## config.mk

```make
export PLATFORM = sky130hd
export DESIGN_NAME = ssw_top
export DESIGN_NICKNAME = d
export VERILOG_FILES = /design/src/hdl/ssw_pkg.sv /design/src/hdl/ssw_core_if.sv /design/src/hdl/ssw_top.sv /design/src/hdl/ssw_sync.sv /design/src/hdl/ssw_tick.sv
export SDC_FILE = /design/constraint.sdc
export NUM_CORES = 1
export LEC_CHECK = 0
export ABC_AREA = 1
export BUFFER_PORTS_ARGS = -buffer_cell sky130_fd_sc_hd__buf_4
export CAP_MARGIN = 10
export CORE_UTILIZATION = 55
export DETAILED_ROUTE_END_ITERATION = 16
export HOLD_SLACK_MARGIN = 0.03
export PLACE_DENSITY = 0.79
export SLEW_MARGIN = 10
export SYNTH_ARGS = -nofsm -noshare
export SYNTH_HDL_FRONTEND = slang
export SYNTH_SLANG_ARGS = --single-unit
```

## constraint.sdc

```tcl
create_clock -name clk_sys_i -period 1.9 [get_ports clk_sys_i]
set_clock_uncertainty 0.2 [all_clocks]
set_input_delay 0.285 -clock clk_sys_i [delete_from_list [all_inputs] [get_ports clk_sys_i]]
set_output_delay 0.285 -clock clk_sys_i [all_outputs]
set_load 0.05 [all_outputs]
```

## src/hdl/ssw_pkg.sv

```systemverilog
// constants shared by the supply supervisor and watchdog block
// assumes a single 100 MHz system clock and digital comparator results
package ssw_pkg;

    // time base
    localparam int unsigned CLK_HZ          = 100_000_000;
    localparam int unsigned TICK_MS         = 1;
    localparam int unsigned TICK_CYCLES_DEF = CLK_HZ / 1000 * TICK_MS;
    localparam int unsigned TICK_CNT_W      = 17;

    // supervisor timing, in milliseconds
    localparam int unsigned RST_HOLD_MS     = 200;
    localparam int unsigned WDOG_TIMEOUT_MS = 1600;

    // tick counts derived from the times above
    localparam int unsigned CNT_W = 11;
    localparam logic [CNT_W-1:0] RST_HOLD_TICKS =
        CNT_W'(RST_HOLD_MS / TICK_MS);
    localparam logic [CNT_W-1:0] WDOG_TIMEOUT_TICKS =
        CNT_W'(WDOG_TIMEOUT_MS / TICK_MS);

    // synchroniser lanes and their safe reset levels
    localparam int unsigned SYNC_W        = 5;
    localparam int unsigned SYNC_SUPPLY   = 0;
    localparam int unsigned SYNC_MAN_N    = 1;
    localparam int unsigned SYNC_KICK     = 2;
    localparam int unsigned SYNC_FLOAT    = 3;
    localparam int unsigned SYNC_PF       = 4;
    localparam logic [SYNC_W-1:0] SYNC_RST_VAL = 5'h1b;

    // reset sequencer, gray along assert -> hold -> run
    typedef enum logic [1:0] {
        SSW_RST_ASSERT = 2'h0,
        SSW_RST_HOLD   = 2'h1,
        SSW_RST_RUN    = 2'h3
    } ssw_rst_state_t;

endpackage

```

## src/hdl/ssw_core_if.sv

```systemverilog
// carrier between the input stage, the tick generator and the core
// assumes all members live in the clk_sys_i domain
`timescale 1ns/1ps
interface ssw_core_if;
    logic supply_low;
    logic man_rst_n;
    logic kick;
    logic kick_float;
    logic pf_sense;
    logic tick;

    modport sync_src (output supply_low, man_rst_n, kick, kick_float,
                      output pf_sense);
    modport tick_src (output tick);
    modport core     (input  supply_low, man_rst_n, kick, kick_float,
                      input  pf_sense, tick);
endinterface

```

## src/hdl/ssw_top.sv

```systemverilog
// supply supervisor with reset hold-off, watchdog and power-fail flag
// assumes comparator results and the kick pad decode arrive as pins
`timescale 1ns/1ps
module ssw_top
    import ssw_pkg::*;
#(
    parameter int unsigned TICK_CYCLES = TICK_CYCLES_DEF
) (
    input  wire logic clk_sys_i,
    input  wire logic sys_rst_i,
    input  wire logic supply_low_i,
    input  wire logic manual_reset_n_i,
    input  wire logic watchdog_kick_i,
    input  wire logic watchdog_kick_float_i,
    input  wire logic power_fail_sense_i,
    output logic      reset_n_o,
    output logic      reset_o,
    output logic      watchdog_alarm_n_o,
    output logic      power_fail_flag_n_o
);

    ssw_core_if core_if ();

    ssw_sync u_sync (
        .clk_sys_i             (clk_sys_i),
        .sys_rst_i             (sys_rst_i),
        .supply_low_i          (supply_low_i),
        .manual_reset_n_i      (manual_reset_n_i),
        .watchdog_kick_i       (watchdog_kick_i),
        .watchdog_kick_float_i (watchdog_kick_float_i),
        .power_fail_sense_i    (power_fail_sense_i),
        .sync                  (core_if.sync_src)
    );

    ssw_tick #(
        .TICK_CYCLES (TICK_CYCLES)
    ) u_tick (
        .clk_sys_i (clk_sys_i),
        .sys_rst_i (sys_rst_i),
        .tk        (core_if.tick_src)
    );

    ////////////////////////////////////////////////////////////////////////
    // reset sequencer

    ssw_rst_state_t   state_q;
    ssw_rst_state_t   state_d;
    logic [CNT_W-1:0] hold_cnt_q;
    logic [CNT_W-1:0] hold_cnt_d;
    logic             reset_n_q;
    logic             reset_n_d;
    logic             reset_q;
    logic             reset_d;
    logic             trigger;

    assign trigger = core_if.supply_low | ~core_if.man_rst_n;

    always_comb begin
        state_d    = state_q;
        hold_cnt_d = hold_cnt_q;
        unique case (state_q)
            SSW_RST_ASSERT: begin
                if (!trigger) begin
                    state_d    = SSW_RST_HOLD;
                    hold_cnt_d = '0;
                end
            end
            SSW_RST_HOLD: begin
                if (trigger) begin
                    state_d = SSW_RST_ASSERT;
                end else if (core_if.tick) begin
                    // same hold after manual release
                    // one extra tick covers the free-running tick phase
                    if (hold_cnt_q == RST_HOLD_TICKS) begin
                        state_d = SSW_RST_RUN;
                    end else begin
                        hold_cnt_d = hold_cnt_q + CNT_W'(1);
                    end
                end
            end
            SSW_RST_RUN: begin
                if (trigger) begin
                    state_d = SSW_RST_ASSERT;
                end
            end
            default: begin
                state_d = SSW_RST_ASSERT;
            end
        endcase
        reset_n_d = (state_d == SSW_RST_RUN);
        reset_d   = ~reset_n_d;
    end

    always_ff @(posedge clk_sys_i or posedge sys_rst_i) begin
        if (sys_rst_i) begin
            state_q    <= SSW_RST_ASSERT;
            hold_cnt_q <= '0;
            reset_n_q  <= 1'b0;
            reset_q    <= 1'b1;
        end else begin
            state_q    <= state_d;
            hold_cnt_q <= hold_cnt_d;
            reset_n_q  <= reset_n_d;
            reset_q    <= reset_d;
        end
    end

    ////////////////////////////////////////////////////////////////////////
    // watchdog

    logic [CNT_W-1:0] wd_cnt_q;
    logic [CNT_W-1:0] wd_cnt_d;
    logic             wd_to_q;
    logic             wd_to_d;
    logic             kick_prev_q;
    logic             kick_prev_d;
    logic             kick_edge;
    logic             wd_clear;
    logic             alarm_n_q;
    logic             alarm_n_d;
    logic             pf_n_q;
    logic             pf_n_d;

    assign kick_edge = core_if.kick ^ kick_prev_q;
    assign wd_clear  = kick_edge | ~reset_n_q | core_if.kick_float;

    always_comb begin
        kick_prev_d = core_if.kick;
        wd_cnt_d    = wd_cnt_q;
        wd_to_d     = wd_to_q;
        if (wd_clear) begin
            wd_cnt_d = '0;
            wd_to_d  = 1'b0;
        end else if (core_if.tick && !wd_to_q) begin
            if (wd_cnt_q == WDOG_TIMEOUT_TICKS) begin
                wd_to_d = 1'b1;
            end else begin
                wd_cnt_d = wd_cnt_q + CNT_W'(1);
            end
        end
        // disabled watchdog leaves only supply low
        alarm_n_d = ~(core_if.supply_low | wd_to_d);
        pf_n_d    = core_if.pf_sense;
    end

    // kick_prev starts at the synchroniser's reset level: no false edge
    always_ff @(posedge clk_sys_i or posedge sys_rst_i) begin
        if (sys_rst_i) begin
            wd_cnt_q    <= '0;
            wd_to_q     <= 1'b0;
            kick_prev_q <= SYNC_RST_VAL[SYNC_KICK];
            alarm_n_q   <= 1'b0;
            pf_n_q      <= 1'b1;
        end else begin
            wd_cnt_q    <= wd_cnt_d;
            wd_to_q     <= wd_to_d;
            kick_prev_q <= kick_prev_d;
            alarm_n_q   <= alarm_n_d;
            pf_n_q      <= pf_n_d;
        end
    end

    assign reset_n_o           = reset_n_q;
    assign reset_o             = reset_q;
    assign watchdog_alarm_n_o  = alarm_n_q;
    assign power_fail_flag_n_o = pf_n_q;

    ////////////////////////////////////////////////////////////////////////
    // checks

    property p_supply_holds_reset;
        @(posedge clk_sys_i) disable iff (sys_rst_i)
        core_if.supply_low |=> !reset_n_o ##1 !reset_n_o;
    endproperty
    a_supply_holds_reset: assert property (p_supply_holds_reset)
        else $error("reset released while supply low");

    property p_hold_length;
        @(posedge clk_sys_i) disable iff (sys_rst_i)
        $rose(reset_n_o) |-> $past(state_q) == SSW_RST_HOLD
            && $past(hold_cnt_q) == RST_HOLD_TICKS && $past(core_if.tick);
    endproperty
    a_hold_length: assert property (p_hold_length)
        else $error("reset released before hold-off completed");

    property p_complement;
        @(posedge clk_sys_i) disable iff (sys_rst_i)
        reset_o != reset_n_o;
    endproperty
    a_complement: assert property (p_complement)
        else $error("active-high reset not inverse of reset_n");

    property p_manual_reset;
        @(posedge clk_sys_i) disable iff (sys_rst_i)
        (!core_if.man_rst_n && reset_n_o) |=> !reset_n_o && reset_o;
    endproperty
    a_manual_reset: assert property (p_manual_reset)
        else $error("manual reset did not assert reset");

    property p_manual_release;
        @(posedge clk_sys_i) disable iff (sys_rst_i)
        ($rose(core_if.man_rst_n) && !core_if.supply_low) |=>
            state_q == SSW_RST_HOLD && hold_cnt_q == '0 && !reset_n_o;
    endproperty
    a_manual_release: assert property (p_manual_release)
        else $error("manual release did not restart the hold-off");

    property p_timeout_value;
        @(posedge clk_sys_i) disable iff (sys_rst_i)
        $rose(wd_to_q) |-> $past(wd_cnt_q) == WDOG_TIMEOUT_TICKS
            && $past(reset_n_q) && !$past(core_if.kick_float);
    endproperty
    a_timeout_value: assert property (p_timeout_value)
        else $error("watchdog timed out at wrong count");

    property p_kick_clears;
        @(posedge clk_sys_i) disable iff (sys_rst_i)
        kick_edge |=> wd_cnt_q == '0 && !wd_to_q;
    endproperty
    a_kick_clears: assert property (p_kick_clears)
        else $error("kick edge did not clear watchdog");

    property p_clear_in_reset;
        @(posedge clk_sys_i) disable iff (sys_rst_i)
        !reset_n_o |=> wd_cnt_q == '0 && !wd_to_q;
    endproperty
    a_clear_in_reset: assert property (p_clear_in_reset)
        else $error("watchdog counting during reset");

    property p_supply_alarm;
        @(posedge clk_sys_i) disable iff (sys_rst_i)
        core_if.supply_low |=> !watchdog_alarm_n_o;
    endproperty
    a_supply_alarm: assert property (p_supply_alarm)
        else $error("alarm high while supply low");

    property p_float_alarm;
        @(posedge clk_sys_i) disable iff (sys_rst_i)
        core_if.kick_float |=>
            watchdog_alarm_n_o == !$past(core_if.supply_low);
    endproperty
    a_float_alarm: assert property (p_float_alarm)
        else $error("alarm not tracking supply while disabled");

    property p_no_wd_reset;
        @(posedge clk_sys_i) disable iff (sys_rst_i)
        $fell(reset_n_o) |-> $past(trigger);
    endproperty
    a_no_wd_reset: assert property (p_no_wd_reset)
        else $error("reset asserted without supply or manual cause");

    property p_pf_flag;
        @(posedge clk_sys_i) disable iff (sys_rst_i)
        ##1 power_fail_flag_n_o == $past(core_if.pf_sense);
    endproperty
    a_pf_flag: assert property (p_pf_flag)
        else $error("power-fail flag not following sense");

    property p_alarm_sticky;
        @(posedge clk_sys_i) disable iff (sys_rst_i)
        (wd_to_q && !wd_clear) |=> wd_to_q && !watchdog_alarm_n_o;
    endproperty
    a_alarm_sticky: assert property (p_alarm_sticky)
        else $error("alarm released without kick or reset");

    property p_retrigger;
        @(posedge clk_sys_i) disable iff (sys_rst_i)
        (state_q == SSW_RST_HOLD && trigger) |=>
            state_q == SSW_RST_ASSERT ##1 !reset_n_o;
    endproperty
    a_retrigger: assert property (p_retrigger)
        else $error("retrigger did not restart hold-off");

endmodule

```

## src/hdl/ssw_sync.sv

```systemverilog
// two-flop synchronisers for every pin-level input of the supervisor
// assumes the pins are asynchronous to clk_sys_i
`timescale 1ns/1ps
module ssw_sync
    import ssw_pkg::*;
(
    input  wire logic      clk_sys_i,
    input  wire logic      sys_rst_i,
    input  wire logic      supply_low_i,
    input  wire logic      manual_reset_n_i,
    input  wire logic      watchdog_kick_i,
    input  wire logic      watchdog_kick_float_i,
    input  wire logic      power_fail_sense_i,
    ssw_core_if.sync_src   sync
);

    logic [SYNC_W-1:0] raw;
    logic [SYNC_W-1:0] meta_q;
    logic [SYNC_W-1:0] meta_d;
    logic [SYNC_W-1:0] stab_q;
    logic [SYNC_W-1:0] stab_d;

    assign raw[SYNC_SUPPLY] = supply_low_i;
    assign raw[SYNC_MAN_N]  = manual_reset_n_i;
    assign raw[SYNC_KICK]   = watchdog_kick_i;
    assign raw[SYNC_FLOAT]  = watchdog_kick_float_i;
    assign raw[SYNC_PF]     = power_fail_sense_i;

    ////////////////////////////////////////////////////////////////////////
    // pins synchronised first
    always_comb begin
        meta_d = raw;
        stab_d = meta_q;
    end

    // reset levels look like supply low, so reset and alarm start asserted
    always_ff @(posedge clk_sys_i or posedge sys_rst_i) begin
        if (sys_rst_i) begin
            meta_q <= SYNC_RST_VAL;
            stab_q <= SYNC_RST_VAL;
        end else begin
            meta_q <= meta_d;
            stab_q <= stab_d;
        end
    end

    assign sync.supply_low = stab_q[SYNC_SUPPLY];
    assign sync.man_rst_n  = stab_q[SYNC_MAN_N];
    assign sync.kick       = stab_q[SYNC_KICK];
    assign sync.kick_float = stab_q[SYNC_FLOAT];
    assign sync.pf_sense   = stab_q[SYNC_PF];

endmodule

```

## src/hdl/ssw_tick.sv

```systemverilog
// free-running millisecond tick shared by both timeouts
// assumes TICK_CYCLES fits in TICK_CNT_W bits
`timescale 1ns/1ps
module ssw_tick
    import ssw_pkg::*;
#(
    parameter int unsigned TICK_CYCLES = TICK_CYCLES_DEF
) (
    input  wire logic      clk_sys_i,
    input  wire logic      sys_rst_i,
    ssw_core_if.tick_src   tk
);

    localparam logic [TICK_CNT_W-1:0] TICK_LAST =
        TICK_CNT_W'(TICK_CYCLES - 1);

    logic [TICK_CNT_W-1:0] cnt_q;
    logic [TICK_CNT_W-1:0] cnt_d;
    logic                  tick_q;
    logic                  tick_d;

    ////////////////////////////////////////////////////////////////////////
    // single tick counter
    always_comb begin
        tick_d = (cnt_q == TICK_LAST);
        cnt_d  = tick_d ? '0 : cnt_q + TICK_CNT_W'(1);
    end

    always_ff @(posedge clk_sys_i or posedge sys_rst_i) begin
        if (sys_rst_i) begin
            cnt_q  <= '0;
            tick_q <= 1'b0;
        end else begin
            cnt_q  <= cnt_d;
            tick_q <= tick_d;
        end
    end

    assign tk.tick = tick_q;

endmodule

```

==> impl_metrics.env <==
export IMPL_layout_common_cells="nand2_1 (91), nor2_1 (51), dfrtp_1 (48)"
export IMPL_cp_cell_sequence="inv_1 > ha_1 > nand3_1 > nor2_1 > nor2_2 > buf_4 > nor2_4 > nand2_1 > nand2_1"
export IMPL_hold_violations=0
export IMPL_path_class="reg -> reg"
export IMPL_cts_root_buf="clkbuf_8"
export IMPL_ios=11
export IMPL_power_leakage_nw=1.63
export IMPL_initial_core_util_pct=58.0
export IMPL_path_common_cell="nand2_1"
export IMPL_nets=411
export IMPL_power_mw=2.43
export IMPL_syn_nets=384
export IMPL_synth_warnings=0
export IMPL_hp_class="reg -> reg"
export IMPL_end_kind="register"
export IMPL_path_clk_slew_ns=0.07
export IMPL_worstMarginPinSlew_ns=0.497
export IMPL_grt_pass1_vias=2303
export IMPL_p_int_mw=1.79
export IMPL_final_common_cell="nand2_1"
export IMPL_fin_crit_sh_pct=95.4
export IMPL_slew_headroom_pct=66.6
export IMPL_fin_cells=474
export IMPL_hold_path_end="u_sync.stab_q[2]"
export IMPL_ys_ff_latch=58
export IMPL_slowest_delay_ns=0.43
export IMPL_ff2ff_path_depth=9
export IMPL_drv_cap=0
export IMPL_dr_pass1_iters=5
export IMPL_area_delta_synth_final_pct=13.9
export IMPL_worstPathArrival_ns=1.89
export IMPL_max_vdd_ir_drop_mv=0.588
export IMPL_drt_initial_drc_count=135
export IMPL_core_area_mm2=0.00517
export IMPL_clock_sinks=58
export IMPL_grt_remaining_overflow=0
export IMPL_cp_num_buf_inv=2
export IMPL_power_density_mw_per_mm2=709
export IMPL_dieArea_mm2=0.00576
export IMPL_die_height_um=75.9
export IMPL_gp_congestion=0.875
export IMPL_yosysSeqAreaShare_pct=48.8
export IMPL_cts_max_level=3
export IMPL_async_reset_ff_share_pct=100
export IMPL_cp_max_fo=10
export IMPL_cp_top_family="simple AND/OR/NAND/NOR gates"
export IMPL_grt_max_degree=30
export IMPL_hp_start="u_sync.meta_q[2]"
export IMPL_fin_setup_tns_ns=0
export IMPL_r2r_slack_ns=0.09
export IMPL_insertion_delay_ns=0.35
export IMPL_wl_per_cell_um=12.4
export IMPL_switchingPower_mw=0.640
export IMPL_sw_frac_of_total_pct=26.4
export IMPL_synth_cell_type_count=30
export IMPL_grt_pass1_wl_mm=9.84
export IMPL_avgSynthCellArea_um2=8.07
export IMPL_numCtsBuffers=9
export IMPL_timing_rr_start="wd_cnt_q[0]"
export IMPL_core_rowCount=26
export IMPL_r2r_end="wd_cnt_q[5]"
export IMPL_syn_inst=372
export IMPL_synth_edf_count=0
export IMPL_cp_data_required_time_ns=1.98
export IMPL_drive_gt1_share_pct=14.1
export IMPL_die_w_um=75.9
export IMPL_clkPwrFrac_pct=42.6
export IMPL_dp_hpwl_mm=4.01
export IMPL_cts_tree="done"
export IMPL_grt_usage_pct=23.7
export IMPL_syn_area_mm2=0.00300
export IMPL_setup_violations=0
export IMPL_critPathLaunchType="register"
export IMPL_fin_crit_ns=1.81
export IMPL_synth_ff_type="dfrtp_1"
export IMPL_outcome="completed"
export IMPL_fmax_mhz=551
export IMPL_drtAntennaViolNets=0
export IMPL_finalMaxSlewViolations=0
export IMPL_antenna_found_initial=0
export IMPL_hold_path_depth=0
export IMPL_diodes=0
export IMPL_drc=0
export IMPL_avgViaCountPerCell=5.23
export IMPL_drt_wl_total_mm=5.90
export IMPL_postCtsSetupRepairBufs=0
export IMPL_cpMaxStageDelayCell="dfrtp_1"
export IMPL_dr_total_vias=2477
export IMPL_io_buffers=10
export IMPL_clock_path_buffers=2
export IMPL_pwr_share_seq_pct=52.6
export IMPL_dp_cells=452
export IMPL_rsz0062_at_grt="no"
export IMPL_p_comb_share_pct=4.8
how the worst max path moves through the flow:
stage | endpoint | start | depth (start not counted) | slack [ns]
6_report | wd_cnt_q[5] | wd_cnt_q[0] | 9 | 0.09
2_1_floorplan | hold_cnt_q[0] | sys_rst_i | 1 | 0.004
4_1_cts | wd_cnt_q[5] | wd_cnt_q[0] | 9 | 0.08
5_1_grt | wd_cnt_q[5] | wd_cnt_q[0] | 9 | 0.002
3_3_place_gp | wd_cnt_q[10] | wd_cnt_q[0] | 9 | 0.18
3_5_place_dp | u_tick.cnt_q[14] | u_tick.cnt_q[0] | 7 | 0.13
power groups by stage:
| stage | Sequential, mW | Combinational [mW] | Clock, mW |
|---|---|---|---|
| global placement | 1.30 | 0.106 | 0 |
| CTS | 1.27 | 0.119 | 1.06 |
| detailed placement | 1.30 | 0.109 | 0 |
| finish | 1.28 | 0.117 | 1.03 |
| floorplan | 1.30 | 0.0665 | 0 |
| global route | 1.28 | 0.133 | 1.09 |
kinds of logic (layout without fill, tap and decap cells):
group                      after synthesis  after routing  synth area share (%)
DFF                                     58             58                  48.8
AOI/OAI and AO/OA                       16             16                  2.88
adders and majority gates                5              5                  2.08
xor gates and xnor gates                19             19                  5.54
buffers and inverters                   53             85                  6.92
and+or+nand+nor                        221            221                  33.8
routing by layer:
layer  vias to the layer above  part of all wire, %  track usage [%]  routed length (um)
met5                         -                    0                0                   0
met1                      1156                   46             29.9                2720
met3                        14                  3.9             5.42                 231
li1                       1241                    -                -                   -
met2                        66                   48             38.0                2820
met4                         0                  2.2             12.8                 132
metrics by stage:
step	setup slack (ns)	util (%)	area, um^2	hold WS, ns
floorplan	0.00356	-	3000	0.0895
global placement	0.177	61.5	3180	0.105
detailed placement	0.129	61.5	3180	0.115
CTS	0.0771	66.1	3420	0.152
global route	0.00234	66.1	3420	0.158
finish	0.0866	66.1	3420	0.151
cells in the mapped netlist, types with 2 or more instances:
master    n  area, um^2
nand2_1  91         342
nor2_1   52         195
dfrtp_1  48        1200
inv_1    48         180
nand3_1  42         210
xor2_1   15         131
nand4_1  13        81.3
dfstp_2  10         263
nor3_1    7        35.0
o21ai_0   7        35.0
a21oi_1   5        25.0
ha_1      5        62.6
nor2_2    4        25.0
xnor2_1   4        35.0
nand2_4   3        33.8
inv_2     2        7.51
nor3_4    2        32.5
o21ai_1   2        10.0
repair_timing:
action / in CTS / in global routing
gates resized for setup: 0 / 1
hold endpoints to repair: 17 / 0
setup endpoints to repair: 0 / 2
hold buffers: 6 / 0
registers in the layout, summed over array words and instances, names as in the netlist:
| register | cells |
|---|---|
| hold_cnt_q | 11 |
| kick_prev_q | 1 |
| power_fail_flag_n_o | 1 |
| reset_n_o | 1 |
| reset_o | 1 |
| state_q | 2 |
| u_sync.meta_q | 5 |
| u_sync.stab_q | 5 |
| u_tick.cnt_q | 17 |
| u_tick.tk.tick | 1 |
| watchdog_alarm_n_o | 1 |
| wd_cnt_q | 11 |
| wd_to_q | 1 |
area by class of cell:
class | count | area (um^2)
Clock inverter | 7 | 53.8
Inverter | 50 | 188
Clock buffer | 9 | 124
Sequential cell | 58 | 1460
Multi-Input combinational cell | 261 | 1330
Fill cell | 425 | 1750
Timing Repair Buffer | 19 | 170
Tap cell | 70 | 87.6
Note: power is estimated with default switching activity, not from simulation.
